<file path="src/pbc_pkg.sv">
package pbc_pkg;

   // ------------------------------------------------------------
   // configuration space placement
   // ------------------------------------------------------------
   localparam logic [7:0]  CMD_OFFSET  = 8'h04;
   localparam logic [15:0] CMD_RESET   = 16'h0000;
   // bits software may change: 0,1,2,5,6,8
   localparam logic [15:0] CMD_WR_MASK = 16'h0167;

   // ------------------------------------------------------------
   // command register field positions
   // ------------------------------------------------------------
   localparam int IO_EN_BIT     = 0;
   localparam int MEM_EN_BIT    = 1;
   localparam int MASTER_EN_BIT = 2;
   localparam int SPCYC_EN_BIT  = 3;
   localparam int MWI_EN_BIT    = 4;
   localparam int VGA_SNOOP_BIT = 5;
   localparam int PERR_RESP_BIT = 6;
   localparam int WAIT_CYC_BIT  = 7;
   localparam int SERR_EN_BIT   = 8;
   localparam int FB2B_EN_BIT   = 9;

   // ------------------------------------------------------------
   // bus commands and palette addresses
   // ------------------------------------------------------------
   localparam logic [3:0] BC_SPECIAL = 4'h1;
   localparam logic [3:0] BC_IO_RD   = 4'h2;
   localparam logic [3:0] BC_IO_WR   = 4'h3;
   localparam logic [3:0] BC_MEM_RD  = 4'h6;
   localparam logic [3:0] BC_MEM_WR  = 4'h7;
   localparam logic [3:0] BC_CFG_RD  = 4'ha;
   localparam logic [3:0] BC_CFG_WR  = 4'hb;
   localparam logic [3:0] BC_MEM_RDM = 4'hc;
   localparam logic [3:0] BC_MEM_RDL = 4'he;
   localparam logic [3:0] BC_MWI     = 4'hf;

   localparam logic [9:0] VGA_PAL_A  = 10'h3c6;
   localparam logic [9:0] VGA_PAL_B  = 10'h3c8;
   localparam logic [9:0] VGA_PAL_C  = 10'h3c9;

   function automatic logic is_io(input logic [3:0] c);
      return (c == BC_IO_RD) || (c == BC_IO_WR);
   endfunction

   function automatic logic is_mem(input logic [3:0] c);
      return (c == BC_MEM_RD) || (c == BC_MEM_WR) ||
             (c == BC_MEM_RDM) || (c == BC_MEM_RDL) ||
             (c == BC_MWI);
   endfunction

   function automatic logic is_cfg(input logic [3:0] c);
      return (c == BC_CFG_RD) || (c == BC_CFG_WR);
   endfunction

endpackage

</file>
<file path="src/pbc_ctl_if.sv">
// enables handed from the command register to the decoders
interface pbc_ctl_if;
   logic io_en;
   logic mem_en;
   logic master_en;
   logic vga_snoop;
   logic perr_resp;
   logic serr_en;

   modport regs (output io_en, mem_en, master_en,
                 vga_snoop, perr_resp, serr_en);
   modport user (input io_en, mem_en, master_en,
                 vga_snoop, perr_resp, serr_en);
endinterface

</file>
<file path="src/pbc_decode.sv">
// claim decision for primary and secondary address phases
module pbc_decode (
   input  wire logic        clk,
   input  wire logic        rst_n,
   pbc_ctl_if.user          ctl,
   input  wire logic        pri_valid,
   input  wire logic [3:0]  pri_cmd,
   input  wire logic [31:0] pri_addr,
   input  wire logic        pri_io_win,
   input  wire logic        pri_mem_win,
   input  wire logic        sec_valid,
   input  wire logic [3:0]  sec_cmd,
   input  wire logic        sec_win,
   output logic             pri_claim,
   output logic             vga_hit,
   output logic             sec_claim
);

   logic pal_lo;
   logic next_pri;
   logic next_sec;

   // ------------------------------------------------------------
   // palette write match: bits 15:10 are don't-care
   // ------------------------------------------------------------
   assign pal_lo  = (pri_addr[9:0] == pbc_pkg::VGA_PAL_A) ||
                    (pri_addr[9:0] == pbc_pkg::VGA_PAL_B) ||
                    (pri_addr[9:0] == pbc_pkg::VGA_PAL_C);
   assign vga_hit = (pri_cmd == pbc_pkg::BC_IO_WR) && pal_lo &&
                    (pri_addr[31:16] == 16'h0000);

   // special cycles fall through every term and are never claimed
   always_comb begin
      next_pri = 1'b0;
      if (pri_valid) begin
         if (pbc_pkg::is_io(pri_cmd) && pri_io_win)
            next_pri = ctl.io_en;
         if (pbc_pkg::is_mem(pri_cmd) && pri_mem_win)
            next_pri = ctl.mem_en;
         if (vga_hit && ctl.vga_snoop)
            next_pri = 1'b1;
      end
   end

   // config forwarding ignores the master enable
   always_comb begin
      next_sec = 1'b0;
      if (sec_valid && sec_win) begin
         if (pbc_pkg::is_cfg(sec_cmd))
            next_sec = 1'b1;
         else if (pbc_pkg::is_io(sec_cmd) || pbc_pkg::is_mem(sec_cmd))
            next_sec = ctl.master_en;
      end
   end

   always_ff @(posedge clk) begin
      if (!rst_n) begin
         pri_claim <= 1'b0;
         sec_claim <= 1'b0;
      end else begin
         pri_claim <= next_pri;
         sec_claim <= next_sec;
      end
   end

endmodule

</file>
<file path="src/pbc_err.sv">
// parity and system error pin enables, registered one cycle
module pbc_err (
   input  wire logic clk,
   input  wire logic rst_n,
   pbc_ctl_if.user   ctl,
   input  wire logic data_perr,
   input  wire logic addr_perr,
   input  wire logic sys_err_evt,
   input  wire logic dpr_cond,
   output logic      perr_oe,
   output logic      serr_oe,
   output logic      dpr_set
);

   logic serr_cause;

   // address parity may only raise the system error with response on
   assign serr_cause = (addr_perr && ctl.perr_resp) ||
                       sys_err_evt;

   // ------------------------------------------------------------
   // pin drive and status-set pulse
   // ------------------------------------------------------------
   always_ff @(posedge clk) begin
      if (!rst_n) begin
         perr_oe <= 1'b0;
         serr_oe <= 1'b0;
         dpr_set <= 1'b0;
      end else begin
         perr_oe <= data_perr && ctl.perr_resp;
         dpr_set <= data_perr && dpr_cond && ctl.perr_resp;
         serr_oe <= serr_cause && ctl.serr_en;
      end
   end

endmodule

</file>
<file path="src/pbc_cmd_reg.sv">
// Notes on behaviour
// - io enable low: primary io not claimed, except palette writes with snoop enable set
// - memory enable low: primary memory ignored
// - master enable gates secondary claim, primary initiation
// - configuration forwarding ignores master enable
// - special cycle bit reads zero; cycles ignored
// - mwi bit zero; mwi only when forwarded
// - palette write: io write, 3c6/3c8/3c9, high zero
// - snoop enable claims palette writes for forwarding
// - parity response off: no perr, status, or address-parity serr
// - parity response on: perr, status, serr allowed
// - wait cycle bit zero; no stepping
// - serr enable low: serr pin never driven
// - fast back-to-back bit zero; never generated
// - bits 15:10 reserved, read zero
module pbc_cmd_reg (
   input  wire logic        clk,
   input  wire logic        rst_n,
   input  wire logic        cfg_wr,
   input  wire logic        cfg_rd,
   input  wire logic [7:0]  cfg_addr,
   input  wire logic [3:0]  primary_cmd_byte_enable_lines,
   input  wire logic [31:0] cfg_wdata,
   output logic [31:0]      cfg_rdata,
   output logic             cfg_rvalid,
   input  wire logic        pri_valid,
   input  wire logic [3:0]  pri_cmd,
   input  wire logic [31:0] pri_addr,
   input  wire logic        pri_io_win,
   input  wire logic        pri_mem_win,
   output logic             pri_claim,
   input  wire logic        sec_valid,
   input  wire logic [3:0]  sec_cmd,
   input  wire logic        sec_win,
   output logic             sec_claim,
   input  wire logic        init_req,
   input  wire logic [3:0]  init_cmd,
   input  wire logic        init_src_mwi,
   output logic             init_go,
   output logic [3:0]       init_cmd_out,
   output logic             fast_b2b_allow,
   output logic             stepping_allow,
   input  wire logic        data_perr,
   input  wire logic        addr_perr,
   input  wire logic        sys_err_evt,
   input  wire logic        dpr_cond,
   output logic             primary_parity_error_pin_o,
   output logic             primary_parity_error_pin_oe,
   output logic             primary_system_error_pin_o,
   output logic             primary_system_error_pin_oe,
   output logic             dpr_set
);

   logic [15:0] primary_command;
   logic        hit;
   logic        vga_hit;
   logic        init_ok;
   pbc_ctl_if   ctl ();

   // ------------------------------------------------------------
   // configuration access decode
   // ------------------------------------------------------------
   // only the dword address matters; the low two bits are type bits
   assign hit = (cfg_addr[7:2] == pbc_pkg::CMD_OFFSET[7:2]);

   // ------------------------------------------------------------
   // command register
   // ------------------------------------------------------------
   // each byte lane lands only where its enable is low, and the
   // mask keeps read-only and reserved bits at zero for good
   always_ff @(posedge clk) begin
      if (!rst_n) begin
         primary_command <= pbc_pkg::CMD_RESET;
      end else if (cfg_wr && hit) begin
         if (!primary_cmd_byte_enable_lines[0])
            primary_command[7:0] <= cfg_wdata[7:0] &
               pbc_pkg::CMD_WR_MASK[7:0];
         if (!primary_cmd_byte_enable_lines[1])
            primary_command[15:8] <= cfg_wdata[15:8] &
               pbc_pkg::CMD_WR_MASK[15:8];
      end
   end

   // read data: the status half lives in another block, reads zero
   always_ff @(posedge clk) begin
      if (!rst_n) begin
         cfg_rdata  <= 32'h0000_0000;
         cfg_rvalid <= 1'b0;
      end else begin
         cfg_rvalid <= cfg_rd;
         if (cfg_rd && hit)
            cfg_rdata <= {16'h0000, primary_command};
         else
            cfg_rdata <= 32'h0000_0000;
      end
   end

   // ------------------------------------------------------------
   // enables to the decoders
   // ------------------------------------------------------------
   assign ctl.io_en     = primary_command[pbc_pkg::IO_EN_BIT];
   assign ctl.mem_en    = primary_command[pbc_pkg::MEM_EN_BIT];
   assign ctl.master_en = primary_command[pbc_pkg::MASTER_EN_BIT];
   assign ctl.vga_snoop = primary_command[pbc_pkg::VGA_SNOOP_BIT];
   assign ctl.perr_resp = primary_command[pbc_pkg::PERR_RESP_BIT];
   assign ctl.serr_en   = primary_command[pbc_pkg::SERR_EN_BIT];

   // read-only bits tie these off, so neither feature ever runs
   assign fast_b2b_allow = primary_command[pbc_pkg::FB2B_EN_BIT];
   assign stepping_allow = primary_command[pbc_pkg::WAIT_CYC_BIT];

   pbc_decode u_decode (
      .clk         (clk),
      .rst_n       (rst_n),
      .ctl         (ctl.user),
      .pri_valid   (pri_valid),
      .pri_cmd     (pri_cmd),
      .pri_addr    (pri_addr),
      .pri_io_win  (pri_io_win),
      .pri_mem_win (pri_mem_win),
      .sec_valid   (sec_valid),
      .sec_cmd     (sec_cmd),
      .sec_win     (sec_win),
      .pri_claim   (pri_claim),
      .vga_hit     (vga_hit),
      .sec_claim   (sec_claim)
   );

   pbc_err u_err (
      .clk         (clk),
      .rst_n       (rst_n),
      .ctl         (ctl.user),
      .data_perr   (data_perr),
      .addr_perr   (addr_perr),
      .sys_err_evt (sys_err_evt),
      .dpr_cond    (dpr_cond),
      .perr_oe     (primary_parity_error_pin_oe),
      .serr_oe     (primary_system_error_pin_oe),
      .dpr_set     (dpr_set)
   );

   // open-drain pins only ever pull low
   assign primary_parity_error_pin_o = 1'b0;
   assign primary_system_error_pin_o = 1'b0;

   // ------------------------------------------------------------
   // primary initiator gate
   // ------------------------------------------------------------
   // configuration passes regardless; special cycles never start
   always_comb begin
      init_ok = 1'b0;
      if (pbc_pkg::is_cfg(init_cmd))
         init_ok = 1'b1;
      else if (pbc_pkg::is_io(init_cmd) || pbc_pkg::is_mem(init_cmd))
         init_ok = ctl.master_en;
   end

   // an mwi not carried over from another master degrades to a
   // plain write, since this bridge owns no cache line policy
   always_ff @(posedge clk) begin
      if (!rst_n) begin
         init_go      <= 1'b0;
         init_cmd_out <= 4'h0;
      end else begin
         init_go <= init_req && init_ok;
         if (init_cmd == pbc_pkg::BC_MWI && !init_src_mwi)
            init_cmd_out <= pbc_pkg::BC_MEM_WR;
         else
            init_cmd_out <= init_cmd;
      end
   end
endmodule

</file>
<file path="config.mk">
export PLATFORM = sky130hd
export DESIGN_NAME = pbc_cmd_reg
export DESIGN_NICKNAME = d
export VERILOG_FILES = /design/src/pbc_pkg.sv /design/src/pbc_ctl_if.sv /design/src/pbc_decode.sv /design/src/pbc_err.sv /design/src/pbc_cmd_reg.sv
export SDC_FILE = /design/constraint.sdc
export NUM_CORES = 1
export LEC_CHECK = 0
export ABC_AREA = 1
export BUFFER_PORTS_ARGS = -buffer_cell sky130_fd_sc_hd__buf_2
export CAP_MARGIN = 20
export CORE_AREA = 2 2 63 65
export DETAILED_ROUTE_END_ITERATION = 8
export DIE_AREA = 0 0 65 67
export MAX_ROUTING_LAYER = met4
export PLACE_DENSITY = 0.82
export SLEW_MARGIN = 20
export SYNTH_ARGS = -nofsm -noshare
export SYNTH_HDL_FRONTEND = slang
export SYNTH_SLANG_ARGS = --single-unit
</file>
<file path="constraint.sdc">
create_clock -name clk -period 2.21 [get_ports clk]
set_clock_uncertainty 0.1 [all_clocks]
set_input_delay 0.221 -clock clk [delete_from_list [all_inputs] [get_ports clk]]
set_output_delay 0.221 -clock clk [all_outputs]
set_load 0.01 [all_outputs]
</file>
After elaboration in Yosys (flattened, before gate mapping):

Index checks and enable logic that the tools add are counted.

* output and inout bits: 47
* bits in registers: 39
* logic and storage cells: 98
* bits of input ports: 103

* mux-type cells: 8
* bitwise operators: 3
* reductions and logical operators: 45
* equal/unequal tests: 29

Operators by type and width (count)
* equality test 4 bit (second input constant): 13
* equality test 10 bit (second input constant): 3
* equality test 4 x 2 -> 1 bit (second input constant): 6
* equality test 4 x 3 -> 1 bit (second input constant): 6
* logical OR 1 bit: 22
* logical NOT 16 bit: 1
* logical AND 1 bit: 15
* AND reduction 2 bit: 5
* two-way mux 1 bit: 7
* equality test 6 x 1 -> 1 bit (second input constant): 1
* two-way mux 3 bit: 1
* NOT 1 bit: 3
* OR reduction 2 bit: 1
* logical NOT 1 bit: 1

Logic depth before layout (Yosys ltp):

* word-level depth: 9
* mapped depth: 8
* mapped depth without buffers: 8

Hierarchy:

A second synthesis with hierarchy kept.

* cells, all modules: 186
* area, all modules: 1308.8 sq um

Modules (own cells, without submodules)
* pbc_cmd_reg: cells an instance 123, times used 1, area an instance 935.9 sq um
* pbc_decode: cells an instance 52, times used 1, area an instance 269.0 sq um
* pbc_err: cells an instance 11, times used 1, area an instance 103.8 sq um

Least setup slack after synthesis:

No wires, ideal clock.

* path kind: input to register
* start: in cfg_addr[4]
* end: reg primary_command[0]
* required time: 1.994 ns
* cell stages on the path: 5
* data arrival time: 0.888 ns
* slack: 1.106 ns
* buffers on the path: 0
* cell sequence: or2_4 -> nor2_4 -> nand3_4 -> o21ai_0 -> nor2_1

* cells in the longest elaborated chain, start to end: 3

RTL lines
* start, declared: RTL line pbc_cmd_reg.sv:21 `input wire logic [7:0] cfg_addr,`
* equality test 6 x 1 -> 1 bit: RTL line pbc_cmd_reg.sv:64 `assign hit = (cfg_addr[7:2] == pbc_pkg::CMD_OFFSET[7:2]);`
* logical AND 1 bit: RTL line pbc_cmd_reg.sv:74 `end else if (cfg_wr && hit) begin`
* AND reduction 2 bit (no line)
* end signal, assigned: RTL line pbc_cmd_reg.sv:73 `primary_command <= pbc_pkg::CMD_RESET;`
* end signal, assigned: RTL line pbc_cmd_reg.sv:76 `primary_command[7:0] <= cfg_wdata[7:0] &`
* end, declared: RTL line pbc_cmd_reg.sv:54 `logic [15:0] primary_command;`

No other way between the ends.
A chain may end at the register's enable or synchronous reset.

Final worst setup path:

* start: reg primary_command[5]
* end: reg u_decode.pri_claim

* cells in the longest elaborated chain, start to end: 2

RTL lines
* logical AND 1 bit: RTL line pbc_decode.sv:40 `if (vga_hit && ctl.vga_snoop)`
* two-way mux 1 bit: RTL line pbc_decode.sv:40
* end signal, assigned: RTL line pbc_decode.sv:61 `pri_claim <= next_pri;`
* end, declared: RTL line pbc_decode.sv:14 `output logic pri_claim,`

No other way between the ends.

==> flow_summary.ini <==
[outcome]
outcome = completed

[worst_setup_path]
worst_setup_path_end_kind = flop
critPathSlowestCell = sky130_fd_sc_hd__dfxtp_1
kind_of_cell_adding_the_most_delay_to_the_critical_path = simple AND/OR/NAND/NOR gates
required_ns = 2.31
critPathMaxFanout = 3
reg2regPathDepth = 8
startpoint_type = flop
r2r_start = primary_command[5]
worst-r2r-setup-slack_ns = 1.13
worst_path_largest_cell_delay_ns = 0.36
crit_path_frequent_cell = sky130_fd_sc_hd__nor2_1
worstSetupPathType = reg2reg
number_of_buffer_and_inverter_stages_on_the_critical_path = 1
cell_by_cell_listing_of_the_critical_path = nand2_1, inv_1, nand2_1, nor2_1, nand3_1, nor2_1, nor2_1, nor2_1
worstPathArrival_ns = 1.18
worstReg2RegEnd = u_decode.pri_claim

[die]
die-height_um = 67
die_x_um = 65
ios = 150
initial_core_util = 0.3300
fp.dieArea_mm2 = 0.004355
coreArea_mm2 = 0.003606
placement_rows = 22

[place]
hpwl_um = 2238
finalWeightedCongestion = 0.6769
portBuffers = 83

[drt]
via_count_normalized_by_instance_count = 3.970
drtIter0Drc = 54
drcViolationCount = 0
detail_route.wirelength_um = 2539
vias = 1191
wire_length_per_cell_after_detailed_routing_um = 8.463
detail_route.first_pass.iterations = 4
route.antenna.remaining_nets = 0

[layout]
post_route_cells_drive_above_1_share = 0.3571
design.final.nets = 356
antenna-diode-count = 0
synthToLayoutAreaGrowth_pct = 33.65

[logic_synthesis]
synth.top_cells.by_area = sky130_fd_sc_hd__dfxtp_1 (39%), sky130_fd_sc_hd__buf_4 (19%), sky130_fd_sc_hd__nor2_1 (12%), sky130_fd_sc_hd__inv_1 (7.3%), sky130_fd_sc_hd__nand2_1 (6.9%)
post-synth-top-count-cell = sky130_fd_sc_hd__nor2_1
syn-instance-count = 167
synth.lib_cells_used.distinct = 22
most_instantiated_flip_flop_cell_in_the_synthesis_netlist = sky130_fd_sc_hd__dfxtp_1
synth_edf_count = 0
post_synth.cell_area_avg_um2 = 7.125
seq_area_frac_synth = 0.3870
syn_area_mm2 = 0.001190
synth.top_cells.by_count = sky130_fd_sc_hd__nor2_1 (37), sky130_fd_sc_hd__buf_4 (30), sky130_fd_sc_hd__dfxtp_1 (23), sky130_fd_sc_hd__inv_1 (23), sky130_fd_sc_hd__nand2_1 (22)
ys_async_sr_fraction = 0
yosys_register_bits = 23
synth_top_area_share = 0.3870
yosys_warnings = 0
synth_top_cell_by_area = sky130_fd_sc_hd__dfxtp_1

[cts]
cts_resized = 0
root_buffer = sky130_fd_sc_hd__clkbuf_8
worstSkewPairLatency_ns = 0.25
clock_path_buffers = 2
tritoncts = built
cts_htree_levels = 1
clock-sinks = 23
post-cts-setup-buffers = 0
clock_transition_at_the_register_clock_pins_on_the_worst_setup_and_hold_paths_after_cts_ns = 0.07
ctsHoldBuffers = 0
tritoncts.num_buffers = 3

[timing]
report.final.hold_viol_count = 0
holdWs_ns = 0.05898
final.period_utilization = 0.4893
setup_total_negative_slack_ns = 0
grt_setup_unrepaired = no
drv_slew = 0
final_period_minus_worst_setup_slack_ns = 1.081
fmax_achieved_ghz = 0.9248
timing.final.setup_violations = 0

[grt]
grt_first_pass_wirelength_um = 3739
globalRouteOverflowTotal = 0
grtUsageTotal = 0.1155
grt_pass1_vias = 971
number_of_antenna_violations_at_the_first_check_in_global_routing = 0
largest_net_degree_at_the_start_of_global_routing = 15

[hold_path]
hold_path_end = init_cmd_out[0]
worst_hold_path_type = in2reg
worstHoldPathCells = 3
hold_start = init_cmd[0]

[job]
max-cap-violations = 0

[power_and_ir_drop]
p_leak_nw = 0.8863
vdd_drop_max_mv = 0.1749
totalPowerFinal_mw = 0.7927
powerDensity_mw_per_mm2 = 498.5
cell type report:
| class | instances | area, µm² |
|---|---|---|
| well taps | 48 | 60.06 |
| inverters | 24 | 91.34 |
| flip-flops and latches | 23 | 460.4 |
| repair buffers | 83 | 415.4 |
| clock buffers | 4 | 45.04 |
| fillers | 367 | 2016 |
| multi-input cells | 118 | 518.0 |
routing by layer:
metal / vias to the layer above / track usage / wire (µm)
met4: 0 / 0.05585 / 14
met2: 87 / 0.2152 / 1184
met3: 2 / 0.02703 / 382
met5: - / - / 0
met1: 483 / 0.1129 / 958
li1: 619 / - / -
tightest hold or removal path, stage by stage:
cell and delay [ns]:
sky130_fd_sc_hd__buf_2 0.09, sky130_fd_sc_hd__nand2_1 0.04, sky130_fd_sc_hd__inv_1 0.04
where the power goes:
group          internal, mW  switching [mW]  leakage, nW
Combinational        0.0588          0.0678        0.677
Sequential            0.420         0.00141        0.187
Clock                 0.128           0.116       0.0228
Total                 0.607           0.186        0.886
through the flow:
stage          instance area [µm²]  setup slack (ns)  instances    util
2_1_floorplan                 1299             1.106        196       -
3_3_place_gp                  1545            0.9320        296  0.4285
3_5_place_dp                  1545            0.9093        296  0.4285
4_1_cts                       1590             1.082        300  0.4410
5_1_grt                       1590            0.9337        300  0.4410
6_report                      1590             1.129        300  0.4410
layout by cell type (no fill, tap or decap):
cell	synthesis	final
sky130_fd_sc_hd__nand3_4	1	1
sky130_fd_sc_hd__a21o_1	1	1
sky130_fd_sc_hd__clkbuf_1	1	1
sky130_fd_sc_hd__buf_2	0	83
sky130_fd_sc_hd__dfxtp_1	23	23
sky130_fd_sc_hd__a21oi_1	5	5
sky130_fd_sc_hd__o21ai_0	6	6
sky130_fd_sc_hd__clkbuf_8	0	3
sky130_fd_sc_hd__o21ai_1	1	1
sky130_fd_sc_hd__inv_1	23	23
sky130_fd_sc_hd__nand2_1	22	22
sky130_fd_sc_hd__nor3b_1	1	1
sky130_fd_sc_hd__nor3_1	2	2
sky130_fd_sc_hd__o21bai_1	1	1
sky130_fd_sc_hd__or2_4	1	1
sky130_fd_sc_hd__clkinv_2	1	1
sky130_fd_sc_hd__nor2_1	37	37
sky130_fd_sc_hd__nand3b_1	1	1
sky130_fd_sc_hd__conb_1	1	30
sky130_fd_sc_hd__a31oi_1	2	2
sky130_fd_sc_hd__nand3_1	3	3
sky130_fd_sc_hd__nor2_4	1	1
sky130_fd_sc_hd__nand4_1	3	3
flip-flops by register name, summed over array words and instances (netlist names):
signal	cells
cfg_rdata	6
cfg_rvalid	1
init_cmd_out	4
init_go	1
primary_command	6
u_decode.pri_claim	1
u_decode.sec_claim	1
u_err.dpr_set	1
u_err.perr_oe	1
u_err.serr_oe	1
cells by family after synthesis:
group                  after synthesis  share of synthesized area
AND/OR/NAND/NOR                     72                     0.2671
AO/OA/AOI/OAI                       16                    0.07360
other                                1                   0.003152
flip-flops                          23                     0.3870
buffers and inverters               55                     0.2692
worst max-delay path by stage:
stage                                  start            endpoint  cells after the start
after floorplan                  cfg_addr[4]  primary_command[0]                      5
after global placement           cfg_addr[4]  primary_command[1]                      6
after detailed placement         cfg_addr[4]  primary_command[0]                      6
after CTS                 primary_command[5]  u_decode.pri_claim                      8
after global routing      primary_command[5]  u_decode.pri_claim                      8
final                     primary_command[5]  u_decode.pri_claim                      8
Note: power is estimated with default switching activity, not from simulation.
